`config.mk`:
```
export PLATFORM = sky130hd
export DESIGN_NAME = drp_ctrl
export DESIGN_NICKNAME = d
export VERILOG_FILES = /design/src/inc/drp_pkg.sv /design/src/logic/drp_ctrl.sv
export SDC_FILE = /design/constraint.sdc
export NUM_CORES = 1
export LEC_CHECK = 0
export ABC_AREA = 1
export BUFFER_PORTS_ARGS = -buffer_cell sky130_fd_sc_hd__buf_4
export CAP_MARGIN = 20
export CELL_PAD_IN_SITES_DETAIL_PLACEMENT = 0
export CELL_PAD_IN_SITES_GLOBAL_PLACEMENT = 1
export CORE_ASPECT_RATIO = 0.8
export CORE_UTILIZATION = 44
export DETAILED_ROUTE_END_ITERATION = 8
export PLACE_DENSITY_LB_ADDON = 0.15
export SYNTH_ARGS = -nofsm -noshare
export SYNTH_HDL_FRONTEND = slang
export SYNTH_SLANG_ARGS = --single-unit
```
`constraint.sdc`:
```
create_clock -name mclk -period 2.4 [get_ports mclk]
set_input_delay 0.36 -clock mclk [delete_from_list [all_inputs] [get_ports mclk]]
set_output_delay 0.36 -clock mclk [all_outputs]
set_load 0.1 [all_outputs]
```
`src/inc/drp_pkg.sv`:
```
`default_nettype none
package drp_pkg;

  // Register addresses on the control port.
  localparam logic [7:0] ADDR_SWITCH   = 8'h29;
  localparam logic [7:0] ADDR_POP      = 8'h2A;
  localparam logic [7:0] ADDR_LEFT_VOL = 8'h2B;
  localparam logic [7:0] ADDR_RIGHT_VOL = 8'h2C;

  // Reset values.
  localparam logic [7:0] RST_SWITCH    = 8'h00;
  localparam logic [7:0] RST_POP       = 8'h00;
  localparam logic [7:0] RST_VOL       = 8'h80;

  // Switch register fields.
  localparam int SW_LEFT_HI    = 7;
  localparam int SW_LEFT_LO    = 6;
  localparam int SW_RIGHT_HI   = 5;
  localparam int SW_RIGHT_LO   = 4;
  localparam int SW_LINK_HI    = 1;
  localparam int SW_LINK_LO    = 0;

  // Pop reduction register fields.
  localparam int POP_DLY_HI    = 7;
  localparam int POP_DLY_LO    = 4;
  localparam int POP_STEP_HI   = 3;
  localparam int POP_STEP_LO   = 2;
  localparam int POP_VCM_BIT   = 1;

  // Volume register fields.
  localparam int VOL_MUTE_BIT  = 7;
  localparam int VOL_ATT_HI    = 6;

  // Path codes of a channel switch field.
  localparam logic [1:0] PATH_MIXER  = 2'h0;
  localparam logic [1:0] PATH_LINE   = 2'h1;
  localparam logic [1:0] PATH_DIRECT = 2'h2;

  // Volume linking codes.
  localparam logic [1:0] LINK_LEFT_FOLLOWS  = 2'h1;
  localparam logic [1:0] LINK_RIGHT_FOLLOWS = 2'h2;

  // Extra attenuation on the direct path, in 0.5 dB units (1 dB).
  localparam logic [7:0] DIRECT_EXTRA_ATT = 8'h02;

  // Clock rate and the printed times.
  localparam int CLK_MHZ       = 125;
  localparam int T_10_US       = 10;
  localparam int T_100_US      = 100;
  localparam int T_10_MS       = 10;
  localparam int T_20_MS       = 20;
  localparam int T_50_MS       = 50;
  localparam int T_100_MS      = 100;
  localparam int T_200_MS      = 200;
  localparam int T_400_MS      = 400;
  localparam int T_800_MS      = 800;
  localparam int T_2_S         = 2;
  localparam int T_4_S         = 4;
  localparam int T_1_MS        = 1;
  localparam int T_2_MS        = 2;
  localparam int T_4_MS        = 4;

  // Cycle counts derived from the times.
  localparam int CYC_PER_US    = CLK_MHZ;
  localparam int CYC_PER_MS    = CLK_MHZ * 1000;
  localparam int CYC_10_US     = T_10_US * CYC_PER_US;
  localparam int CYC_100_US    = T_100_US * CYC_PER_US;
  localparam int CYC_10_MS     = T_10_MS * CYC_PER_MS;
  localparam int CYC_20_MS     = T_20_MS * CYC_PER_MS;
  localparam int CYC_50_MS     = T_50_MS * CYC_PER_MS;
  localparam int CYC_100_MS    = T_100_MS * CYC_PER_MS;
  localparam int CYC_200_MS    = T_200_MS * CYC_PER_MS;
  localparam int CYC_400_MS    = T_400_MS * CYC_PER_MS;
  localparam int CYC_800_MS    = T_800_MS * CYC_PER_MS;
  localparam int CYC_2_S       = T_2_S * 1000 * CYC_PER_MS;
  localparam int CYC_4_S       = T_4_S * 1000 * CYC_PER_MS;
  localparam int CYC_1_MS      = T_1_MS * CYC_PER_MS;
  localparam int CYC_2_MS      = T_2_MS * CYC_PER_MS;
  localparam int CYC_4_MS      = T_4_MS * CYC_PER_MS;

  // Number of ramp steps taken after the power-on delay.
  localparam logic [3:0] RAMP_STEPS = 4'h8;

  typedef enum logic [1:0] {
    DRP_IDLE  = 2'b00,
    DRP_DELAY = 2'b01,
    DRP_RAMP  = 2'b10,
    DRP_READY = 2'b11
  } drp_state_type;

endpackage : drp_pkg
`default_nettype wire

```
`src/logic/drp_ctrl.sv`:
```
// Behaviour
// Left field routes mixer, line, direct path
// Right field routes mixer, line, direct path
// Software never writes switch code 11
// Link field selects which channel follows which
// Link code 11 acts like 00
// Direct path adds one decibel attenuation
// Four-bit code sets driver power-on delay
// Software never writes delay codes 1100-1111
// Two-bit code sets ramp step time
// One bit selects weak common-mode source
// Software writes zero to lowest pop bit
// Left mute bit, resets muted
// Left attenuation in half-decibel steps, resets zero
// Switch and pop registers reset to zero
// Right volume register, mute resets to one
// Following channel uses followed register entirely
`timescale 1ns/1ps
`default_nettype none
module drp_ctrl
  import drp_pkg::*;
#(
  parameter int P_DLY_100_US = CYC_100_US,
  parameter int P_DLY_10_MS  = CYC_10_MS,
  parameter int P_DLY_20_MS  = CYC_20_MS,
  parameter int P_DLY_50_MS  = CYC_50_MS,
  parameter int P_DLY_100_MS = CYC_100_MS,
  parameter int P_DLY_200_MS = CYC_200_MS,
  parameter int P_DLY_400_MS = CYC_400_MS,
  parameter int P_DLY_800_MS = CYC_800_MS,
  parameter int P_DLY_2_S    = CYC_2_S,
  parameter int P_DLY_4_S    = CYC_4_S,
  parameter int P_STEP_1_MS  = CYC_1_MS,
  parameter int P_STEP_2_MS  = CYC_2_MS,
  parameter int P_STEP_4_MS  = CYC_4_MS
) (
  // Clock, reset and enable
  input  wire logic       mclk,
  input  wire logic       srst,
  input  wire logic       ce,
  // Register port
  input  wire logic       reg_wr,
  input  wire logic [7:0] reg_addr,
  input  wire logic [7:0] reg_wdata,
  output logic      [7:0] reg_rdata,
  // Driver power sequencing
  input  wire logic       drv_power_req,
  output logic            drv_ramp_step,
  output logic            drv_ready,
  // Output routing
  output logic            left_mixer_path,
  output logic            left_line_path,
  output logic            left_direct_hp_path,
  output logic            right_mixer_path,
  output logic            right_line_path,
  output logic            right_direct_hp_path,
  output logic            vcm_from_bandgap,
  // Effective digital volume, attenuation in 0.5 dB units
  output logic            left_mute,
  output logic      [7:0] left_atten,
  output logic            right_mute,
  output logic      [7:0] right_atten
);

  logic [7:0]    switch_q;
  logic [7:0]    pop_q;
  logic [7:0]    lvol_q;
  logic [7:0]    rvol_q;
  drp_state_type state_q;
  logic [31:0]   timer_q;
  logic [3:0]    steps_q;

  // Power-on delay per code; reserved codes fall back to the longest delay.
  function automatic logic [31:0] delay_cycles(input logic [3:0] code);
    unique case (code)
      4'h0:    delay_cycles = 32'h0;
      4'h1:    delay_cycles = 32'(CYC_10_US);
      4'h2:    delay_cycles = 32'(P_DLY_100_US);
      4'h3:    delay_cycles = 32'(P_DLY_10_MS);
      4'h4:    delay_cycles = 32'(P_DLY_20_MS);
      4'h5:    delay_cycles = 32'(P_DLY_50_MS);
      4'h6:    delay_cycles = 32'(P_DLY_100_MS);
      4'h7:    delay_cycles = 32'(P_DLY_200_MS);
      4'h8:    delay_cycles = 32'(P_DLY_400_MS);
      4'h9:    delay_cycles = 32'(P_DLY_800_MS);
      4'hA:    delay_cycles = 32'(P_DLY_2_S);
      default: delay_cycles = 32'(P_DLY_4_S);
    endcase
  endfunction : delay_cycles

  function automatic logic [31:0] step_cycles(input logic [1:0] code);
    unique case (code)
      2'h0: step_cycles = 32'h0;
      2'h1: step_cycles = 32'(P_STEP_1_MS);
      2'h2: step_cycles = 32'(P_STEP_2_MS);
      2'h3: step_cycles = 32'(P_STEP_4_MS);
    endcase
  endfunction : step_cycles

  // Attenuation with the direct-path extra loss folded in.
  function automatic logic [7:0] eff_atten(input logic [7:0] vol, input logic [1:0] path);
    eff_atten = {1'b0, vol[VOL_ATT_HI:0]};
    if (path == PATH_DIRECT) begin
      eff_atten = eff_atten + DIRECT_EXTRA_ATT;
    end
  endfunction : eff_atten

  // Register writes; reserved bits are stored as written since they are R/W.
  always_ff @(posedge mclk) begin
    if (srst) begin
      switch_q <= RST_SWITCH;
      pop_q    <= RST_POP;
      lvol_q   <= RST_VOL;    // see R12
      rvol_q   <= RST_VOL;
    end else if (ce && reg_wr) begin
      unique case (reg_addr)
        ADDR_SWITCH:    switch_q <= reg_wdata;
        ADDR_POP:       pop_q    <= reg_wdata;
        ADDR_LEFT_VOL:  lvol_q   <= reg_wdata;
        ADDR_RIGHT_VOL: rvol_q   <= reg_wdata;
        default:        ;
      endcase
    end
  end

  // Read data is registered; unmapped addresses read as zero.
  always_ff @(posedge mclk) begin
    if (srst) begin
      reg_rdata <= 8'h00;
    end else if (ce) begin
      unique case (reg_addr)
        ADDR_SWITCH:    reg_rdata <= switch_q;
        ADDR_POP:       reg_rdata <= pop_q;
        ADDR_LEFT_VOL:  reg_rdata <= lvol_q;
        ADDR_RIGHT_VOL: reg_rdata <= rvol_q;
        default:        reg_rdata <= 8'h00;
      endcase
    end
  end

  // Path decode; a stray code 11 selects no path at all.
  always_ff @(posedge mclk) begin
    if (srst) begin
      left_mixer_path      <= 1'b1;
      left_line_path       <= 1'b0;
      left_direct_hp_path  <= 1'b0;
      right_mixer_path     <= 1'b1;
      right_line_path      <= 1'b0;
      right_direct_hp_path <= 1'b0;
      vcm_from_bandgap     <= 1'b0;
    end else if (ce) begin
      left_mixer_path      <= switch_q[SW_LEFT_HI:SW_LEFT_LO] == PATH_MIXER;
      left_line_path       <= switch_q[SW_LEFT_HI:SW_LEFT_LO] == PATH_LINE;
      left_direct_hp_path  <= switch_q[SW_LEFT_HI:SW_LEFT_LO] == PATH_DIRECT;
      right_mixer_path     <= switch_q[SW_RIGHT_HI:SW_RIGHT_LO] == PATH_MIXER;
      right_line_path      <= switch_q[SW_RIGHT_HI:SW_RIGHT_LO] == PATH_LINE;
      right_direct_hp_path <= switch_q[SW_RIGHT_HI:SW_RIGHT_LO] == PATH_DIRECT;
      vcm_from_bandgap     <= pop_q[POP_VCM_BIT];
    end
  end

  // Effective volume per channel; only codes 01 and 10 link, so 11 stays independent.
  always_ff @(posedge mclk) begin
    if (srst) begin
      left_mute   <= 1'b1;
      left_atten  <= 8'h00;
      right_mute  <= 1'b1;
      right_atten <= 8'h00;
    end else if (ce) begin
      if (switch_q[SW_LINK_HI:SW_LINK_LO] == LINK_LEFT_FOLLOWS) begin
        left_mute  <= rvol_q[VOL_MUTE_BIT]; // see R04 see R15
        left_atten <= eff_atten(rvol_q, switch_q[SW_LEFT_HI:SW_LEFT_LO]);
      end else begin
        left_mute  <= lvol_q[VOL_MUTE_BIT]; // see R05
        left_atten <= eff_atten(lvol_q, switch_q[SW_LEFT_HI:SW_LEFT_LO]);
      end
      if (switch_q[SW_LINK_HI:SW_LINK_LO] == LINK_RIGHT_FOLLOWS) begin
        right_mute  <= lvol_q[VOL_MUTE_BIT]; // see R04
        right_atten <= eff_atten(lvol_q, switch_q[SW_RIGHT_HI:SW_RIGHT_LO]);
      end else begin
        right_mute  <= rvol_q[VOL_MUTE_BIT]; // see R05
        right_atten <= eff_atten(rvol_q, switch_q[SW_RIGHT_HI:SW_RIGHT_LO]);
      end
    end
  end

  // Driver power-on: wait the delay, then step the ramp a fixed number of times.
  // Dropping the request at any point powers the driver back down at once.
  always_ff @(posedge mclk) begin
    if (srst) begin
      state_q       <= DRP_IDLE;
      timer_q       <= 32'h0;
      steps_q       <= 4'h0;
      drv_ramp_step <= 1'b0;
      drv_ready     <= 1'b0;
    end else if (ce) begin
      drv_ramp_step <= 1'b0;
      if (!drv_power_req) begin
        state_q   <= DRP_IDLE;
        drv_ready <= 1'b0;
      end else begin
        unique case (state_q)
          DRP_IDLE: begin
            timer_q <= delay_cycles(pop_q[POP_DLY_HI:POP_DLY_LO]); // see R07
            state_q <= DRP_DELAY;
          end
          DRP_DELAY: begin
            if (timer_q == 32'h0) begin
              timer_q <= step_cycles(pop_q[POP_STEP_HI:POP_STEP_LO]);
              steps_q <= RAMP_STEPS;
              state_q <= DRP_RAMP;
            end else begin
              timer_q <= timer_q - 32'h1;
            end
          end
          DRP_RAMP: begin
            if (steps_q == 4'h0) begin
              state_q   <= DRP_READY;
              drv_ready <= 1'b1;
            end else if (timer_q == 32'h0) begin
              drv_ramp_step <= 1'b1;
              steps_q       <= steps_q - 4'h1;
              timer_q       <= step_cycles(pop_q[POP_STEP_HI:POP_STEP_LO]);
            end else begin
              timer_q <= timer_q - 32'h1;
            end
          end
          DRP_READY: drv_ready <= 1'b1;
        endcase
      end
    end
  end

endmodule : drp_ctrl
`default_nettype wire

```
# Word-level counts from Yosys, hierarchy flattened

Memories as Yosys holds them, arrays and structs flattened. A register that Yosys moved wholly into a read port is not among the register bits.
Index checks and enable logic that the tools add are counted.

Flip-flop bits (word level): 105
Bits in read-only memories: 432
Input port bits: 21
Output and inout port bits: 35
Word-level logic and storage cells: 96
Memories: 1

Add/subtract/negate cells: 4
Equality and inequality tests: 23
Muxes and demuxes: 30
Reduce and logical (&&, ||, !) cells: 17

Memory list:

| name            | depth | width | rd ports | clocked after Yosys merged registers in | write ports | RTL line       | RTL |
|---|---|---|---|---|---|---|---|
| (no name shown) | 16    | 27    | 1        | 1                                       | 0           | drp_ctrl.sv:75 | `unique case (code)` |

Operators with widths:

| cell                                                   | number |
|---|---|
| one-hot mux 32 bit (4 select lines)                    | 1 |
| one-hot mux 32 bit (3 select lines)                    | 1 |
| two-way mux 32 bit                                     | 2 |
| two-way mux 8 bit                                      | 6 |
| equality test 8 x 6 -> 1 bit (second input constant)   | 4 |
| logical NOT 32 bit                                     | 1 |
| one-hot mux 8 bit (4 select lines)                     | 1 |
| subtractor 32 x 1 -> 32 bit (second input constant)    | 1 |
| two-way mux 4 bit                                      | 5 |
| adder 7 x 2 -> 8 bit (second input constant)           | 2 |
| equality test 2 bit (second input constant)            | 7 |
| equality test 2 x 1 -> 1 bit (second input constant)   | 5 |
| logical NOT 2 bit                                      | 4 |
| two-way mux 1 bit                                      | 8 |
| one-hot mux 4 bit (2 select lines)                     | 1 |
| AND reduction 2 bit                                    | 4 |
| AND reduction 4 bit                                    | 2 |
| two-way mux 2 bit                                      | 3 |
| inequality test 2 bit (second input constant)          | 3 |
| inequality test 3 bit (second input constant)          | 2 |
| one-hot mux 2 bit (3 select lines)                     | 1 |
| AND reduction 6 bit                                    | 1 |
| logical NOT 4 bit                                      | 1 |
| inequality test 4 x 1 -> 1 bit (second input constant) | 1 |
| other kinds (7)                                        | 7 |

# Longest topological paths before layout

Gate-level depths: netlist of run 1.

Depth after elaboration: 5
Mapped depth: 15
Depth with buffers taken out: 14

# Worst setup path before layout of run 1

No wires, ideal clock.

Path type: input to register
From: input port reg_addr[4]
To: register with a tool-made name
Setup time: 58 ps
Data arrival time: 1995 ps
Required time: 2342 ps
Slack: 347 ps
Cell stages on the path: 15
Path buffers: 1
Cells stage by stage: inv_1 nand2_1 nor3_4 nand3_4 buf_2 nand2_1 nand2_1 nor2_2 inv_1 ha_1 inv_1 nand3_1 nand2_1 nand2_1 nand2_1

RTL lines:

| what            | RTL line       | RTL |
|---|---|---|
| start, declared | drp_ctrl.sv:43 | `input wire logic [7:0] reg_addr,` |

# Worst setup path in the final report of run 1

From: register timer_q[0]
To: register timer_q[21]

Word-level cells in the longest chain between the ends: 4
Elaborated cells between the ends (all ways): 5
Those cells by class: 1 x add/sub; 3 x mux; 1 x reduce/logical

RTL lines:

| what                                                              | RTL line        | RTL |
|---|---|---|
| start, declared                                                   | drp_ctrl.sv:70  | `logic [31:0] timer_q;` |
| start signal, assigned                                            | drp_ctrl.sv:204 | `timer_q <= delay_cycles(pop_q[POP_DLY_HI:POP_DLY_LO]);` |
| start signal, assigned                                            | drp_ctrl.sv:209 | `timer_q <= step_cycles(pop_q[POP_STEP_HI:POP_STEP_LO]);` |
| start signal, assigned                                            | drp_ctrl.sv:213 | `timer_q <= timer_q - 32'h1;` |
| subtractor 32 x 1 -> 32 bit or logical NOT 32 bit (tied branches) | -               |  |
| two-way mux 32 bit (*)                                            | drp_ctrl.sv:208 | `if (timer_q == 32'h0) begin` |
| two-way mux 32 bit                                                | drp_ctrl.sv:217 | `if (steps_q == 4'h0) begin` |
| one-hot mux 32 bit (3 select lines) (*)                           | drp_ctrl.sv:202 | `unique case (state_q)` |

Every way passes the cells marked *; elsewhere a longest branch is shown, timed or not. The select of a mux whose other input is x is not followed.
A chain may end at the register's enable or synchronous reset.

==> results of run 1 <==
-- where the power goes --
part           switching, mW  internal (mW)
logic                  0.634          0.293
clock network          0.995           1.57
registers             0.0413           2.24
-- synth_stat cells (10+ instances only) --
cell type  number
nand3_1        84
a21oi_1       122
nor2_2         13
dfxtp_1       132
inv_1          99
o211ai_1       14
nand4_1        10
o21ai_0        99
nand2_1       173
ha_1           22
clkbuf_1       29
xor2_1         18
nor2_1         92
-- how the worst max path moves through the flow --
stage                            start                  endpoint  slack, ns  cells after the start
3_5_place_dp               reg_addr[2]                 flip-flop       0.25                     15
5_1_grt        timer_q[1]$_SDFFE_PP0P_  timer_q[21]$_SDFFE_PP0P_       0.16                     10
2_1_floorplan              reg_addr[4]                 flip-flop       0.35                     15
4_1_cts        timer_q[0]$_SDFFE_PP0P_  timer_q[21]$_SDFFE_PP0P_       0.27                     10
3_3_place_gp               reg_addr[2]                 flip-flop       0.26                     12
6_report       timer_q[0]$_SDFFE_PP0P_  timer_q[21]$_SDFFE_PP0P_       0.32                     10
-- placed cells by master (no fill, tap or decap), drive strengths merged, types with 2 or more instances in the layout --
| cell type | synthesis | final |
|---|---|---|
| o22ai | 8 | 8 |
| o211ai | 14 | 14 |
| nor4 | 2 | 2 |
| inv | 103 | 104 |
| nor2 | 109 | 109 |
| nand2 | 174 | 174 |
| a22oi | 4 | 4 |
| clkbuf | 29 | 19 |
| clkinv | 3 | 7 |
| or2 | 3 | 3 |
| xnor2 | 8 | 8 |
| nand4 | 10 | 10 |
| o31ai | 2 | 2 |
| dfxtp | 132 | 132 |
| ha | 22 | 22 |
| nand3 | 86 | 86 |
| a31oi | 2 | 2 |
| o21bai | 4 | 4 |
| xor2 | 18 | 18 |
| buf | 11 | 89 |
| clkinvlp | 0 | 5 |
| o21ai | 103 | 103 |
| a21oi | 122 | 122 |
| a211oi | 2 | 2 |
| nor3 | 9 | 9 |
| nand3b | 3 | 3 |
| bufinv | 0 | 2 |
-- layer usage --
metal / global-route usage (%) / vias up / share of wire (%)
li1: - / 3424 / -
met1: 43.3 / 3079 / 53
met2: 35.0 / 263 / 37
met3: 6.59 / 18 / 8.9
met4: 6.95 / 0 / 1.0
met5: 0 / - / 0
-- cell type report --
cell class / count / area, µm² / share of cell area [%]
clock buffer: 19 / 453 / 5.49
inverter: 106 / 398 / 4.83
multi-input combinational: 708 / 3690 / 44.7
tap: 210 / 263 / 3.19
clock inverter: 12 / 130 / 1.58
timing repair buffer: 89 / 668 / 8.11
sequential: 132 / 2640 / 32.1
-- metrics by stage --
stage               utilization [%]  std cells  area, µm²  total power [mW]
finish                         54.4       1276       8240              5.78
global route                   54.4       1276       8240              6.01
CTS                            54.4       1276       8240              5.80
detailed placement             50.5       1245       7660              3.24
global placement               50.5       1245       7660              3.24
floorplan                         -        986       6900              2.95
-- cell families (layout without fill, tap and decap cells) --
group                    after synthesis  count (layout)  share of synthesized area (%)
AND/OR/NAND/NOR                      397             397                           25.8
AO/OA/AOI/OAI                        263             263                           20.4
buffers and inverters                146             226                           8.18
flip-flops                           132             132                           38.3
XOR/XNOR                              26              26                           3.30
adder cells (fa/ha/maj)               22              22                           3.99
-- worst max-delay path: cells and delay by family (launching register included) --
kind	cells	cell delay (ns)
compound gates	1	0.12
buf+inv	2	0.31
flops	1	0.33
simple gates	6	1.04
fa+ha+maj	1	0.21
==> results.cfg, run 1 <==
[sta]
setup_viol = 0
worstMarginPinSlew_ns = 0.862
slew_viol_final = 0
rsz0062_at_grt = false
tns_ns = 0
fin_crit_ns = 2.08
max_clock_freq_mhz = 480
skew_ns = 0.00713
worst_hold_slack_ns = 0.206
hold_viol = 0
fin_ws_ns = 0.315
max-slew-margin-rel_pct = 42.3
finalCritPeriodShare_pct = 86.9

[final_layout]
area_delta_synth_final_pct = 19.5
drive_gt1_share_pct = 14.4
fin_nets = 1097
fillers = 1542
diodes = 0

[pwr]
irDropWorstVdd_uv = 579
power.leakage_nw = 3.61
powerDensity_nw_per_um2 = 701

[global_route]
antenna_found_initial = 0
track_usage_pct = 27.1
grt_pass1_wl_mm = 33.3
overflow = 0
grt_max_degree = 41
grt_pass1_vias = 6056

[min_path]
worstHoldPathCells = 3
hold_path_class = in -> reg
min_to = lvol_q[7]$_SDFFE_PP1P_
hp-start = reg_wdata[7]

[yosys]
synth_edf_count = 0
ys_ff_latch = 132
ys.warnings.count = 0
netlist_top_cells_area = dfxtp_1, nand2_1, a21oi_1
syn_area_um2 = 6900
yosysTopAreaCell = dfxtp_1
ys_seq_area_share_pct = 38.3
synth.top_cell.area_share_pct = 38.3
avgSynthCellArea_um2 = 6.99
synth_cell_types = 40
syn_inst = 986
synthesis.nets = 1029
synthArstFlopShare_pct = 0
ys.flop_type = dfxtp_1

[job]
drv_cap = 0

[drt]
wl_per_cell_um = 16.4
dr.pass1.iters = 5
ant_nets = 0
wirelength_mm = 21.0
via_count = 6784
route.detailed.drc = 0
drt_iter0_markers = 746
vias_per_cell = 5.32

[cts]
h-tree-depth = 4
cts_hold_buf = 0
cts_buffers = 17
cts-root-buf = clkbuf_16
ctsResizeCount = 0
clockBufferDepth = 2
cts_tree = yes
clk-insertion-delay-late_ns = 0.42
cts_setup_buffers = 0
path_clk_slew_ns = 0.06
cts.sinks = 132

[status]
outcome = finished, final reports clean

[critical_path]
cp_max_fo = 11
cpPeakStageDelay_ns = 0.65
r2r-end = timer_q[21]$_SDFFE_PP0P_
cp-start-kind = flip-flop
criticalPathCategory = reg -> reg
rrSetupSlack_ns = 0.32
cp_slowest_cell = nor2_1
arrival_ns = 2.44
rr_worst_depth = 10
regToRegStartpoint = timer_q[0]$_SDFFE_PP0P_
crit_required_ns = 2.75
end_kind = flip-flop
crit_path_cell_trace = inv_1 -> ha_1 -> nand2_1 -> nor2_2 -> nand3_2 -> nor2_4 -> nor2_1 -> buf_4 -> nand3_1 -> a21oi_1

[floorplanning]
die_area_um2 = 16200
io_pins = 56
start_util_pct = 45.5
die_height_um = 114
core_region_area_um2 = 15200
rows = 40
die_w_um = 142

[placement]
place_ws_ns = 0.249
port_buffers = 55
gp_congestion = 0.859
place_hpwl_mm = 15.4
No activity file was read; power rests on OpenSTA's default activity.
==> inputs of run 2 (changes only) <==
RECOVER_POWER = 100   (was not set)
REMOVE_ABC_BUFFERS = 1   (was not set)
==> run 2 against run 1 <==
Net effect:
- register-to-register slack lost 0.15 ns
- utilization shrank 1.1 points
- fmax shrank 6.7%
==> results.cfg, run 2 (synthesized netlist as in run 1, its figures left out) <==
[status]
outcome = finished, final reports clean

[floorplanning]
start_util_pct = 45.5
rows = 40
core_region_area_um2 = 15200
die_w_um = 142
die_height_um = 114
io_pins = 56
die_area_um2 = 16200

[sta]
max-slew-margin-rel_pct = 21.6
worstMarginPinSlew_ns = 1.18
max_clock_freq_mhz = 447
hold_viol = 0
slew_viol_final = 0
setup_viol = 0
skew_ns = 0.00518
tns_ns = 0
finalCritPeriodShare_pct = 93.1
fin_crit_ns = 2.24
rsz0062_at_grt = false

[drt]
drt_iter0_markers = 622
route.detailed.drc = 0
ant_nets = 0
via_count = 6678
dr.pass1.iters = 5
vias_per_cell = 5.25
wirelength_mm = 20.4
wl_per_cell_um = 16.0

[critical_path]
cp-start-kind = flip-flop
cp_slowest_cell = nor2_1
critPathTopFamily = simple AND/OR/NAND/NOR gates
criticalPathCategory = reg -> reg
cp_max_fo = 13
critPathBufInv = 1
crit_required_ns = 2.76
cpPeakStageDelay_ns = 0.78
crit_path_cell_trace = inv_1 -> ha_1 -> nand2_1 -> nor2_2 -> nand3_2 -> nor2_1 -> nor2_1 -> o211ai_1 -> a21oi_1
end_kind = flip-flop
crit_path_frequent_cell = nor2_1
arrival_ns = 2.59

[global_route]
grt_max_degree = 40
grt_pass1_wl_mm = 32.1
antenna_found_initial = 0
grt_pass1_vias = 5892
overflow = 0
track_usage_pct = 26.2

[pwr]
swShare_pct = 27.1
power.leakage_nw = 3.47
clkPwrFrac_pct = 47.7
netSwitchingPower_mw = 1.64
p_seq_share_pct = 37.7
powerDensity_nw_per_um2 = 749
irDropWorstVdd_uv = 475
pwr-share-comb_pct = 14.6
cell_internal_pwr_mw = 4.41

[cts]
cts-root-buf = clkbuf_16
clk-insertion-delay-late_ns = 0.43
cts_hold_buf = 0
cts.sinks = 132
cts_setup_buffers = 0
ctsResizeCount = 0
h-tree-depth = 4
cts_tree = yes
path_clk_slew_ns = 0.06
cts_buffers = 17
clockBufferDepth = 2

[final_layout]
final_cell_area_um2 = 8080
diodes = 0
final_cell_mix = nand2_1, dfxtp_1, a21oi_1
fillers = 1605
area_delta_synth_final_pct = 17.1
drive_gt1_share_pct = 8.95
layout_commonest_cell = nand2_1
finalNonFillerCells = 1271
fin_nets = 1093

[min_path]
hold_path_class = in -> reg

[placement]
place_hpwl_mm = 14.9
port_buffers = 55
gp_congestion = 0.894
place_area_um2 = 7640
dp.cells = 1241

[job]
drv_cap = 0
==> run 2: changes by cell type in the layout (fill, tap and decap cells not counted), moves of 2 or more <==
cell	before	now
clkbuf_1	0	44
clkbuf_4	0	2
inv_1	98	101
inv_2	5	2
buf_4	89	34
bufinv_16	2	5
clkinvlp_4	5	1
clkbuf_2	0	5
nor2_2	13	11
nor2_1	92	95
==> run 2: path summary, 6_finish.rpt <==
path                            depth (start not counted)                  endpoint  slack, ns                    start
worst max-delay path                                    9  timer_q[20]$_SDFFE_PP0P_       0.16  timer_q[0]$_SDFFE_PP0P_
worst min-delay path                                    3    lvol_q[7]$_SDFFE_PP1P_       0.22             reg_wdata[7]
worst max register to register                          9  timer_q[20]$_SDFFE_PP0P_       0.16  timer_q[0]$_SDFFE_PP0P_
worst min register to register                          2    drv_ready$_SDFFE_PP0P_       0.44   drv_ready$_SDFFE_PP0P_
==> run 2: power by group through the flow <==
stage	combinational (mW)	sequential (mW)	clock, mW
final	0.881	2.28	2.88
after global routing	0.964	2.29	3.02
after CTS	0.908	2.28	2.92
after detailed placement	0.903	2.33	0
after global placement	0.906	2.33	0
after floorplan	0.479	2.45	0
==> run 2: routing by layer <==
layer	global-route usage [%]	part of all wire [%]
met3	7.01	8.6
met5	0	0
met1	40.9	52
met2	34.2	38
met4	7.03	0.89
==> run 2: worst reg2reg max path, cell delays in order (launching register included) <==
cell      delay (ns)
dfxtp_1         0.37
inv_1           0.07
ha_1            0.22
nand2_1         0.11
nor2_2          0.06
nand3_2         0.08
nor2_1          0.05
nor2_1          0.78
o211ai_1        0.24
a21oi_1         0.18
==> run 2: through the flow <==
step	util (%)	setup slack, ns	total power, mW	hold WS, ns
floorplan	-	0.0164	2.93	0.423
global placement	50.4	0.167	3.23	0.430
detailed placement	50.4	0.0784	3.23	0.438
CTS	54.7	0.205	6.11	0.202
global route	53.3	0.0140	6.27	0.220
finish	53.3	0.164	6.05	0.218
==> run 2: layout make-up <==
cell class              instances  area (µm²)  share of cell area, %
clock buffers                  21         470                   5.82
multi-input cells             708        3650                   45.2
clock inverters                 9         176                   2.18
well taps                     210         263                   3.25
repair buffers                 85         477                   5.90
inverters                     106         398                   4.93
flip-flops and latches        132        2640                   32.7
